$ cat config.mk
export PLATFORM = sky130hd
export DESIGN_NAME = auto_run_step_sequencer
export DESIGN_NICKNAME = d
export VERILOG_FILES = /design/src/design/seq_pkg.sv /design/src/design/second_tick.sv /design/src/design/auto_run_step_sequencer.sv
export SDC_FILE = /design/constraint.sdc
export NUM_CORES = 1
export LEC_CHECK = 0
export CORE_AREA = 2 2 202 204
export DETAILED_ROUTE_END_ITERATION = 10
export DIE_AREA = 0 0 204 206
export DONT_BUFFER_PORTS = 1
export HOLD_SLACK_MARGIN = 0.03
export PLACE_DENSITY = 0.38
export SLEW_MARGIN = 20
export SYNTH_ARGS = -nofsm -noshare
export SYNTH_HDL_FRONTEND = slang
export SYNTH_SLANG_ARGS = --single-unit
export TNS_END_PERCENT = 1
$ cat constraint.sdc
create_clock -name sys_clk -period 10.3 [get_ports sys_clk]
set_input_delay 0.515 -clock sys_clk [delete_from_list [all_inputs] [get_ports sys_clk]]
set_output_delay 0.515 -clock sys_clk [all_outputs]
set_load 0.01 [all_outputs]
$ cat src/design/seq_pkg.sv
package seq_pkg;
  localparam int          NUM_STEPS   = 16;
  localparam int          STEP_W      = 4;
  localparam int          FREQ_W      = 16;   // step frequency in 0.01 hz units
  localparam int          TIME_W      = 12;   // run time in seconds
  localparam int          MODE_W      = 3;
  localparam int          CLK_HZ      = 50000000;
  localparam int          TICK_S      = 1;    // time base in seconds
  localparam int          TICK_CYCLES = CLK_HZ * TICK_S;
  localparam logic [FREQ_W-1:0] FREQ_MAX = 16'h9c40; // 400.00 hz
  localparam logic [TIME_W-1:0] TIME_MAX = 12'he10;  // 3600 s
  localparam logic [MODE_W-1:0] MODE_OFF = 3'h0;
  localparam logic [MODE_W-1:0] MODE_MAX = 3'h6;
  localparam logic [1:0]  DIR_STOP    = 2'h0;
  localparam logic [1:0]  DIR_FWD     = 2'h1;
  localparam logic [1:0]  DIR_REV     = 2'h2;

  typedef struct packed {
    logic              active;  // sequencer owns the drive commands
    logic [1:0]        dir;     // stop / forward / reverse
    logic [FREQ_W-1:0] freq;    // target frequency
  } drive_cmd_t;
endpackage

$ cat src/design/second_tick.sv
`timescale 1ns/1ps
// one-cycle pulse once per second while counting is allowed
module second_tick #(
  parameter int CYCLES = seq_pkg::TICK_CYCLES
) (
  input  wire logic sys_clk,  // system clock
  input  wire logic rstn,     // async reset, active low
  input  wire logic run,      // count while high, else restart
  output logic      tick      // one-cycle pulse
);
  import seq_pkg::*;
  logic [31:0] cnt_reg;

  // divider restarts whenever counting stops
  always_ff @(posedge sys_clk or negedge rstn) begin
    if (!rstn) begin
      cnt_reg <= 32'h0;
      tick    <= 1'b0;
    end else if (!run) begin
      cnt_reg <= 32'h0;
      tick    <= 1'b0;
    end else if (cnt_reg == 32'(CYCLES - 1)) begin
      cnt_reg <= 32'h0;
      tick    <= 1'b1;
    end else begin
      cnt_reg <= cnt_reg + 32'h1;
      tick    <= 1'b0;
    end
  end
endmodule

$ cat src/design/auto_run_step_sequencer.sv
// Notes on behaviour
// RULE1: mode 0 off; 1,4 single cycle; 2,5 periodic; 3,6 single then hold.
// RULE2: periodic modes wrap from last step back to step 0 forever.
// RULE3: hold modes keep the final step's command after the cycle ends.
// RULE4: modes 1-3 resume the unfinished step after stop and rerun.
// RULE5: modes 4-6 restart a fresh cycle after stop and rerun.
// RULE6: fifteen step frequencies, steps 1 to 15, each 0 to 400 hz.
// RULE7: each step 0 to 15 has its own run time, 0 to 3600 s.
// RULE8: each step has direction: 0 stop, 1 forward, 2 reverse.
// RULE9: operator assigns terminal function 22 and closes that terminal.
// RULE10: each step's duration is counted on its own before advancing.
// RULE11: step 0 frequency is the keypad panel frequency.
// RULE12: single-cycle modes without hold stop the motor at cycle end.
// RULE13: advance when per-second step counter reaches configured time.
// RULE14: disabled or terminal open means no commands; normal sources rule.
`timescale 1ns/1ps
module auto_run_step_sequencer #(
  parameter int TICK_CYCLES = seq_pkg::TICK_CYCLES,
  parameter int LAST_STEP   = seq_pkg::NUM_STEPS - 1
) (
  input  wire logic                                   sys_clk,    // system clock
  input  wire logic                                   rstn,       // async reset, active low
  input  wire logic [seq_pkg::MODE_W-1:0]             mode,       // sequencer mode
  input  wire logic                                   enable_in,  // auto-run terminal pin
  input  wire logic                                   run_in,     // run command, same clock
  input  wire logic [seq_pkg::FREQ_W-1:0]             panel_freq, // keypad frequency
  input  wire logic [seq_pkg::NUM_STEPS*seq_pkg::FREQ_W-1:0] step_freq, // step freqs
  input  wire logic [seq_pkg::NUM_STEPS*seq_pkg::TIME_W-1:0] step_time, // step times
  input  wire logic [seq_pkg::NUM_STEPS*2-1:0]        step_dir,   // step directions
  output seq_pkg::drive_cmd_t                         cmd,        // drive command
  output logic [seq_pkg::STEP_W-1:0]                  step_out,   // current step
  output logic                                        done        // cycle finished
);
  import seq_pkg::*;

  typedef enum logic [1:0] {S_IDLE, S_STEP, S_END} state_t;

  // sequence position and timing
  state_t                state_reg;
  logic   [STEP_W-1:0]   step_reg;
  logic   [TIME_W-1:0]   elapsed_reg;
  // terminal synchroniser, run edge and seconds pulse
  logic                  en_meta_reg;
  logic                  en_sync_reg;
  logic                  run_q_reg;
  logic                  tick;
  // decoded mode and run conditions
  logic                  valid_mode;
  logic                  periodic;
  logic                  hold;
  logic                  fresh;
  logic                  go;
  logic                  run_rise;
  logic                  running;
  logic                  restart;
  logic                  advance;
  // per-step settings after clamping
  logic   [FREQ_W-1:0]   freq_tab [NUM_STEPS];
  logic   [TIME_W-1:0]   time_tab [NUM_STEPS];
  logic   [1:0]          dir_tab  [NUM_STEPS];
  logic                  step_over;
  logic                  last;
  drive_cmd_t            cmd_next;

  // terminal pin passes two flip-flops
  always_ff @(posedge sys_clk or negedge rstn) begin
    if (!rstn) begin
      en_meta_reg <= 1'b0;
      en_sync_reg <= 1'b0;
    end else begin
      en_meta_reg <= enable_in; // RULE9
      en_sync_reg <= en_meta_reg;
    end
  end

  // mode decode
  assign valid_mode = (mode != MODE_OFF) && (mode <= MODE_MAX);   // RULE1
  assign periodic   = (mode == 3'h2) || (mode == 3'h5);           // RULE1
  assign hold       = (mode == 3'h3) || (mode == 3'h6);           // RULE1
  assign fresh      = (mode >= 3'h4);                             // RULE5
  assign go         = valid_mode && en_sync_reg && run_in;        // RULE14
  assign run_rise   = go && !run_q_reg;

  // unpack the per-step settings, clamped to their legal ranges
  for (genvar i = 0; i < NUM_STEPS; i++) begin : g_tab
    logic [FREQ_W-1:0] f;
    logic [TIME_W-1:0] t;
    assign f = (i == 0) ? panel_freq : step_freq[i*FREQ_W +: FREQ_W]; // RULE11 RULE6
    assign t = step_time[i*TIME_W +: TIME_W];
    assign freq_tab[i] = (f > FREQ_MAX) ? FREQ_MAX : f;               // RULE6
    assign time_tab[i] = (t > TIME_MAX) ? TIME_MAX : t;               // RULE7
    assign dir_tab[i]  = (step_dir[i*2 +: 2] > DIR_REV) ? DIR_STOP
                                                        : step_dir[i*2 +: 2]; // RULE8
  end

  second_tick #(
    .CYCLES (TICK_CYCLES)
  ) u_tick (
    .sys_clk (sys_clk),
    .rstn    (rstn),
    .run     (running),
    .tick    (tick)
  );

  // step finishes when its own counter reaches its own time
  assign step_over = (elapsed_reg >= time_tab[step_reg]) ||
                     (tick && (elapsed_reg + 12'h1 >= time_tab[step_reg])); // RULE13 RULE10
  assign last      = (step_reg == STEP_W'(LAST_STEP));

  // sequence live, a fresh start edge, and the end of the current step
  assign running   = go && (state_reg == S_STEP);
  assign restart   = run_rise && (fresh || state_reg == S_END); // RULE5
  assign advance   = running && step_over;                       // RULE13

  // run edge tracking
  always_ff @(posedge sys_clk or negedge rstn) begin
    if (!rstn) begin
      run_q_reg <= 1'b0;
    end else begin
      run_q_reg <= go;
    end
  end

  // sequence state: idle, stepping or cycle finished
  always_ff @(posedge sys_clk or negedge rstn) begin
    if (!rstn) begin
      state_reg <= S_IDLE;
    end else if (!valid_mode) begin
      state_reg <= S_IDLE; // RULE1
    end else if (run_rise) begin
      state_reg <= S_STEP; // RULE4 RULE5
    end else if (advance && last && !periodic) begin
      state_reg <= S_END; // RULE12 RULE3
    end
  end

  // step index: fresh start, advance, or wrap in periodic modes
  always_ff @(posedge sys_clk or negedge rstn) begin
    if (!rstn) begin
      step_reg <= '0;
    end else if (!valid_mode) begin
      step_reg <= '0;
    end else if (restart) begin
      step_reg <= '0; // RULE5
    end else if (run_rise) begin
      step_reg <= step_reg; // RULE4
    end else if (advance && !last) begin
      step_reg <= step_reg + STEP_W'(1); // RULE10
    end else if (advance && periodic) begin
      step_reg <= '0; // RULE2
    end
  end

  // whole seconds spent in the current step; a resume keeps them
  always_ff @(posedge sys_clk or negedge rstn) begin
    if (!rstn) begin
      elapsed_reg <= '0;
    end else if (!valid_mode) begin
      elapsed_reg <= '0;
    end else if (restart) begin
      elapsed_reg <= '0; // RULE5
    end else if (run_rise) begin
      elapsed_reg <= elapsed_reg; // RULE4
    end else if (advance) begin
      elapsed_reg <= '0; // RULE10
    end else if (running && tick) begin
      elapsed_reg <= elapsed_reg + TIME_W'(1); // RULE13
    end
  end

  // command selection per state; nothing while go is low
  always_comb begin
    cmd_next = '0;
    if (go) begin // RULE14
      unique case (state_reg)
        S_IDLE: begin
          cmd_next = '0;
        end
        S_STEP: begin
          cmd_next.active = 1'b1;
          cmd_next.dir    = dir_tab[step_reg];  // RULE8
          cmd_next.freq   = freq_tab[step_reg]; // RULE6 RULE11
        end
        S_END: begin
          cmd_next.active = 1'b1;
          if (hold) begin
            cmd_next.dir  = dir_tab[step_reg]; // RULE3
            cmd_next.freq = freq_tab[step_reg];
          end else begin
            cmd_next.dir  = DIR_STOP; // RULE12
            cmd_next.freq = '0;
          end
        end
        default: begin
          cmd_next = '0;
        end
      endcase
    end
  end

  // drive command register; inactive command releases control
  always_ff @(posedge sys_clk or negedge rstn) begin
    if (!rstn) begin
      cmd <= '0;
    end else begin
      cmd <= cmd_next; // RULE14
    end
  end

  // current step index
  always_ff @(posedge sys_clk or negedge rstn) begin
    if (!rstn) begin
      step_out <= '0;
    end else begin
      step_out <= step_reg;
    end
  end

  // cycle finished flag
  always_ff @(posedge sys_clk or negedge rstn) begin
    if (!rstn) begin
      done <= 1'b0;
    end else begin
      done <= (state_reg == S_END); // RULE12
    end
  end
endmodule

Word-level counts from Yosys, hierarchy flattened:

Cells that the tools add are included.

* output and inout bits: 24
* memories kept: 0
* bits in read-only memories: 0
* register bits after elaboration: 78
* input port bits: 503
* bits in writable memories: 0
* bits in latches: 0
* word-level logic and storage cells: 182

* reductions and logical operators: 23
* divide/modulo/power cells: 0
* add/sub/neg operators: 3
* shift operators: 0
* bitwise logic cells: 1
* equality and inequality tests: 12
* $mul: 0
* multiplexer cells: 77
* $lt $le $gt $ge: 53

Operators by type and width (number)
* $mux W16: 18
* $mux W12: 23
* $gt A16 B16 Y1 const B: 16
* $gt A12 B12 Y1 const B: 16
* $bmux W16 S4: 1
* $mux W32: 2
* $bmux W12 S4: 1
* $mux W2: 21
* $pmux W19 S2: 1
* $add A32 B1 Y32 const B: 1
* $eq A32 B26 Y1 const B: 1
* $gt A2 B2 Y1 const B: 16
* $ge A12 B12 Y1: 2
* $mux W4: 5
* $mux W19: 1
* $mux W18: 1
* $logic_and A1 B1 Y1: 13
* $add A12 B1 Y12 const B: 1
* $bmux W2 S4: 1
* $ne A4 B1 Y1 const B: 2
* $eq A3 B2 Y1 const B: 2
* $eq A3 B3 Y1 const B: 2
* $ge A5 B5 Y1 const B: 1
* $not A4 Y5: 1
* 13 further kinds: 20

Logic depth before layout (Yosys ltp):

* depth after elaboration: 15
* mapped depth: 19
* mapped depth without buffers: 15

Hierarchy:

From an unflattened synthesis, not the netlist that was laid out.

* cell total of the unflattened synthesis: 1261
* area total of the unflattened synthesis: 9920.8 um^2

Modules (own cells, without submodules)
* auto_run_step_sequencer: cells each 1070, sequential area each 1126.1 um^2, times used 1, area each 8037.7 um^2
* second_tick: cells each 191, sequential area each 825.8 um^2, times used 1, area each 1883.1 um^2

Worst setup path after synthesis:

Ideal clock, no wire load.

* path kind: reg2reg
* from: reg step_reg[0]
* to: reg elapsed_reg[8]
* setup slack: 6433 ps
* clock period less this slack: 3867 ps
* buffers on the path: 4
* required time: 10218 ps
* library setup time: 82 ps
* cell stages (with the launch flop): 19
* arrival time: 3786 ps
* path through: dfrtp_1 > buf_2 > inv_2 > buf_2 > clkbuf_1 > nor2_1 > a22o_1 > a222oi_1 > o211ai_1 > o311a_1 > ha_1 > nand2_1 > a2111oi_0 > a2111oi_0 > or2_1 > nor3_1 > clkbuf_1 > a21oi_1 > a31oi_1

* cells in the longest elaborated chain, start to end: 12
* elaborated cells on any way between the ends: 15
* those cells by class: order compare: 2; eq/ne: 1; mux: 7; bitwise: 1; reduce/logical: 4

Ends and longest elaborated chain
* start: declaration: line auto_run_step_sequencer.sv:40 `logic [STEP_W-1:0] step_reg;`
* start signal: assignment: line auto_run_step_sequencer.sv:146 `step_reg <= step_reg;`
* start signal: assignment: line auto_run_step_sequencer.sv:148 `step_reg <= step_reg + STEP_W'(1);`
* $not A4 Y5 (not written as such) *: line auto_run_step_sequencer.sv:106, auto_run_step_sequencer.sv:107
* $bmux W12 S4 *: line auto_run_step_sequencer.sv:106, auto_run_step_sequencer.sv:107
* $mux W12 (not written as such) * (2 in series): line auto_run_step_sequencer.sv:106, auto_run_step_sequencer.sv:107
* $ge A12 B12 Y1: line auto_run_step_sequencer.sv:107 `(tick && (elapsed_reg + 12'h1 >= time_tab[step_reg]));`
* $logic_and A1 B1 Y1: line auto_run_step_sequencer.sv:107
* $logic_or A1 B1 Y1 *: line auto_run_step_sequencer.sv:106 `assign step_over = (elapsed_reg >= time_tab[step_reg]) ||`
* $logic_and A1 B1 Y1 *: line auto_run_step_sequencer.sv:113 `assign advance = running && step_over;`
* $mux W12: line auto_run_step_sequencer.sv:164 `end else if (advance) begin`
* $mux W12: line auto_run_step_sequencer.sv:162 `end else if (run_rise) begin`
* $mux W12: line auto_run_step_sequencer.sv:160 `end else if (restart) begin`
* $mux W12: line auto_run_step_sequencer.sv:158 `end else if (!valid_mode) begin`
* end signal: assignment: line auto_run_step_sequencer.sv:163 `elapsed_reg <= elapsed_reg;`
* end signal: assignment: line auto_run_step_sequencer.sv:167 `elapsed_reg <= elapsed_reg + TIME_W'(1);`
* end: declaration: line auto_run_step_sequencer.sv:41 `logic [TIME_W-1:0] elapsed_reg;`

Every way passes the cells marked *; elsewhere a longest branch is shown, timed or not. The select of a mux whose other input is x is not followed.
A chain may end at the register's enable or synchronous reset.

Worst setup path in the final report:

* from: reg step_reg[2]
* to: reg elapsed_reg[8]

The elaborated chain is that of the path after synthesis.

==> summary.txt <==
Vias in the first global route -> 11.6k
Via-to-Cell Ratio -> 6.63
Starting Density -> 24.3%
Period utilization -> 54.8%
Clock share of power -> 44.8%
Routed wire per std cell -> 33.9 um
Pint -> 0.000583 W
Non-filler cells, final -> 1781
YS warnings -> 0
Clock skew -> 0.0181 ns
I/O Pins -> 527
Slowest stage cell, crit path -> dfrtp_2
GR Util met2 -> 47.8%
Reg area -> 1960 sq um
RSZ-0062 raised after global routing -> false
#FFs+latches synth -> 78
Power Density -> 78.6 nW/um^2
Post-synthesis cell type count -> 86
CTS tree -> yes
Gr ovfl total -> 0
Area of the multi-input gates -> 7310 sq um
Pleak -> 3.59 nW
1st-iter DRT viols -> 1269
Nets -> 1770
Slew @ Worst Pin -> 1.09 ns
Status -> finished clean
Maxcap violations -> 0
Synth-to-Final Area Change -> 8.56%
CTS H-tree lvls -> 3
Place WS -> 4.55 ns
CTS Sinks -> 78
Flop pwr share -> 37.3%
Synth area leader -> dfrtp_1
Most frequent cell after synthesis -> nor2_1
DRC Markers -> 0
Clk buf depth -> 2
Placement Cell Area -> 10200 sq um
Fin crit period -> 5.64 ns
Syn_nets -> 1811
Register area share after synthesis -> 20.0%
Sw power -> 0.000251 W
Critical path data arrival time -> 5.92 ns
Largest register FFs -> 32
Met3 Track Usage GR -> 6.62%
Largest net degree at the start of global routing -> 79
Drt total wl -> 60400 um
Drt first pass iters -> 7
Post-synth ARST share -> 100%
Fraction of layout cells with a size suffix above 1 -> 4.91%
Setup violations, final -> 0
Combinational power share -> 18.0%
Placed Cells -> 1758
Post-synthesis instance total -> 1279
CP Capture Type -> flop
Peak supply drop -> 0.0709 mV
Slew Limit Fails -> 0
Setup repair bufs after CTS -> 0
CP Class -> flop to flop
Worst stage delay on the critical path -> 0.77 ns
Core box area -> 40200 sq um
Fmax -> 177 MHz
Core Rows -> 74
Die ar. -> 42000 sq um
CTS root buffer -> clkbuf_16
GR Util met1 -> 33.6%
Clk slew on worst S/H paths -> 0.07 ns
Routability cong. -> 0.995
Final Cell Area -> 10600 sq um
All-Layer GR Usage -> 27.6%
Headroom to the max-slew limit -> 25.1%
Netlist area before placement -> 9770 sq um
Worst Path Required -> 10.57 ns
Filler cells -> 4539
First-pass GRT wire length -> 83800 um
Dominant cells by area after synthesis -> dfrtp_1 20%, a221oi_1 7.5%, nor2_1 4.5%, nand2_1 4.0%, ha_1 3.7%
Crit start category -> flop
Most Crowded Layer GR -> met2
Most frequent CP cell -> a2111oi_0
Die width -> 204 um
Ys flop type -> dfrtp_1
Cts hold-fix bufs -> 1
Worst skew pair latency -> 0.36 ns
Vert. Die Dim -> 206 um
Net Sw Frac -> 30.1%
Mean Syn Cell Area -> 7.64 sq um
Post-synth EDFFs -> 0
Post-route ant nets -> 0
Top-area cell type share of the netlist area -> 20.0%
Post-synth top cells -> 117 x nor2_1, 105 x nand2_1, 84 x a221oi_1
Setup_tns -> 0 ns
PortBufs -> 0
Inserted Clock Buffers -> 9
Worst Path Max Fanout -> 34
Detailed placement HPWL -> 50300 um
HP Class -> input pin to async pin
Crit-path cells -> buf_4 -> and2_1 -> nand2_1 -> nor2_1 -> a22oi_1 -> and3_1 -> nand2b_1 -> a221o_1 -> ha_1 -> a2111oi_0 -> a2111oi_0 -> or2_1 -> nor3_2 -> o21ai_0 -> a31oi_1
Post_cts resized -> 0
Antenna violations before repair -> 5
Final hold violation count -> 0
Core Util, Final -> 26.4%
Fin worst setup slack -> 4.66 ns
Via Count -> 11.8k
## worst paths after layout
| kind | end | startpoint | cells after the start | slack, ns |
|---|---|---|---|---|
| max | elapsed_reg[8] | step_reg[2] | 15 | 4.66 |
| max in group asynchronous | step_reg[0] | rstn | 1 | 9.87 |
| min reg2reg | en_sync_reg | en_meta_reg | 0 | 0.36 |
| max reg2reg | elapsed_reg[8] | step_reg[2] | 15 | 4.66 |
| min | u_tick.cnt_reg[14] | rstn | 1 | 0.08 |
| min in group sys_clk | en_meta_reg | enable_in | 0 | 0.19 |
## cell families after synthesis
group,after synthesis,share of synthesized area (%)
xor gates and xnor gates,39,3.50
DFF,78,20.0
buffers and inverters,120,5.28
AOI/OAI and AO/OA,471,36.6
adders and majority gates,29,3.71
and+or+nand+nor,517,27.2
muxes,25,3.73
## layout by cell type (no fill, tap or decap), types with 33 or more instances in the layout
cell	n
nor2_1	117
nand2_1	104
a221oi_1	84
dfrtp_1	74
a21oi_1	66
nand3_1	51
nor3_1	50
inv_1	49
nor4_1	41
nand4_1	33
## cell type report
class / count / area share, %
clock inverter: 7 / 0.979
inverter: 55 / 1.95
timing repair buffer: 13 / 1.11
antenna: 6 / 0.142
clock buffer: 9 / 2.12
sequential: 78 / 18.5
tap: 532 / 6.28
multi-input combinational: 1081 / 68.9
## through the flow
stage          total power (W)  hold WS (ns)
6_report              0.000834        0.0810
5_1_grt               0.000872        0.0904
4_1_cts               0.000847        0.0883
3_5_place_dp          0.000457         0.223
3_3_place_gp          0.000458         0.222
2_1_floorplan         0.000416         0.219
## critical path, delay by kind of cell, from the launching register on
family | cells | cell delay (ns)
flops | 1 | 0.77
fa+ha+maj | 1 | 0.30
compound gates | 6 | 1.34
simple gates | 7 | 2.58
buf+inv | 1 | 0.52
## power by group through the flow
stage / Combinational (W) / Sequential, W / Clock [W]
floorplan: 0.0000997 / 0.000316 / 0
global placement: 0.000141 / 0.000317 / 0
detailed placement: 0.000140 / 0.000317 / 0
CTS: 0.000150 / 0.000311 / 0.000387
global route: 0.000163 / 0.000311 / 0.000398
finish: 0.000150 / 0.000311 / 0.000373
## routing by layer
| metal | vias to the layer above | part of all wire (%) |
|---|---|---|
| li1 | 5142 | - |
| met1 | 5807 | 40 |
| met2 | 758 | 47 |
| met3 | 93 | 9.3 |
| met4 | 2 | 3.8 |
| met5 | - | 0.022 |
Note: power is estimated with default switching activity, not from simulation.
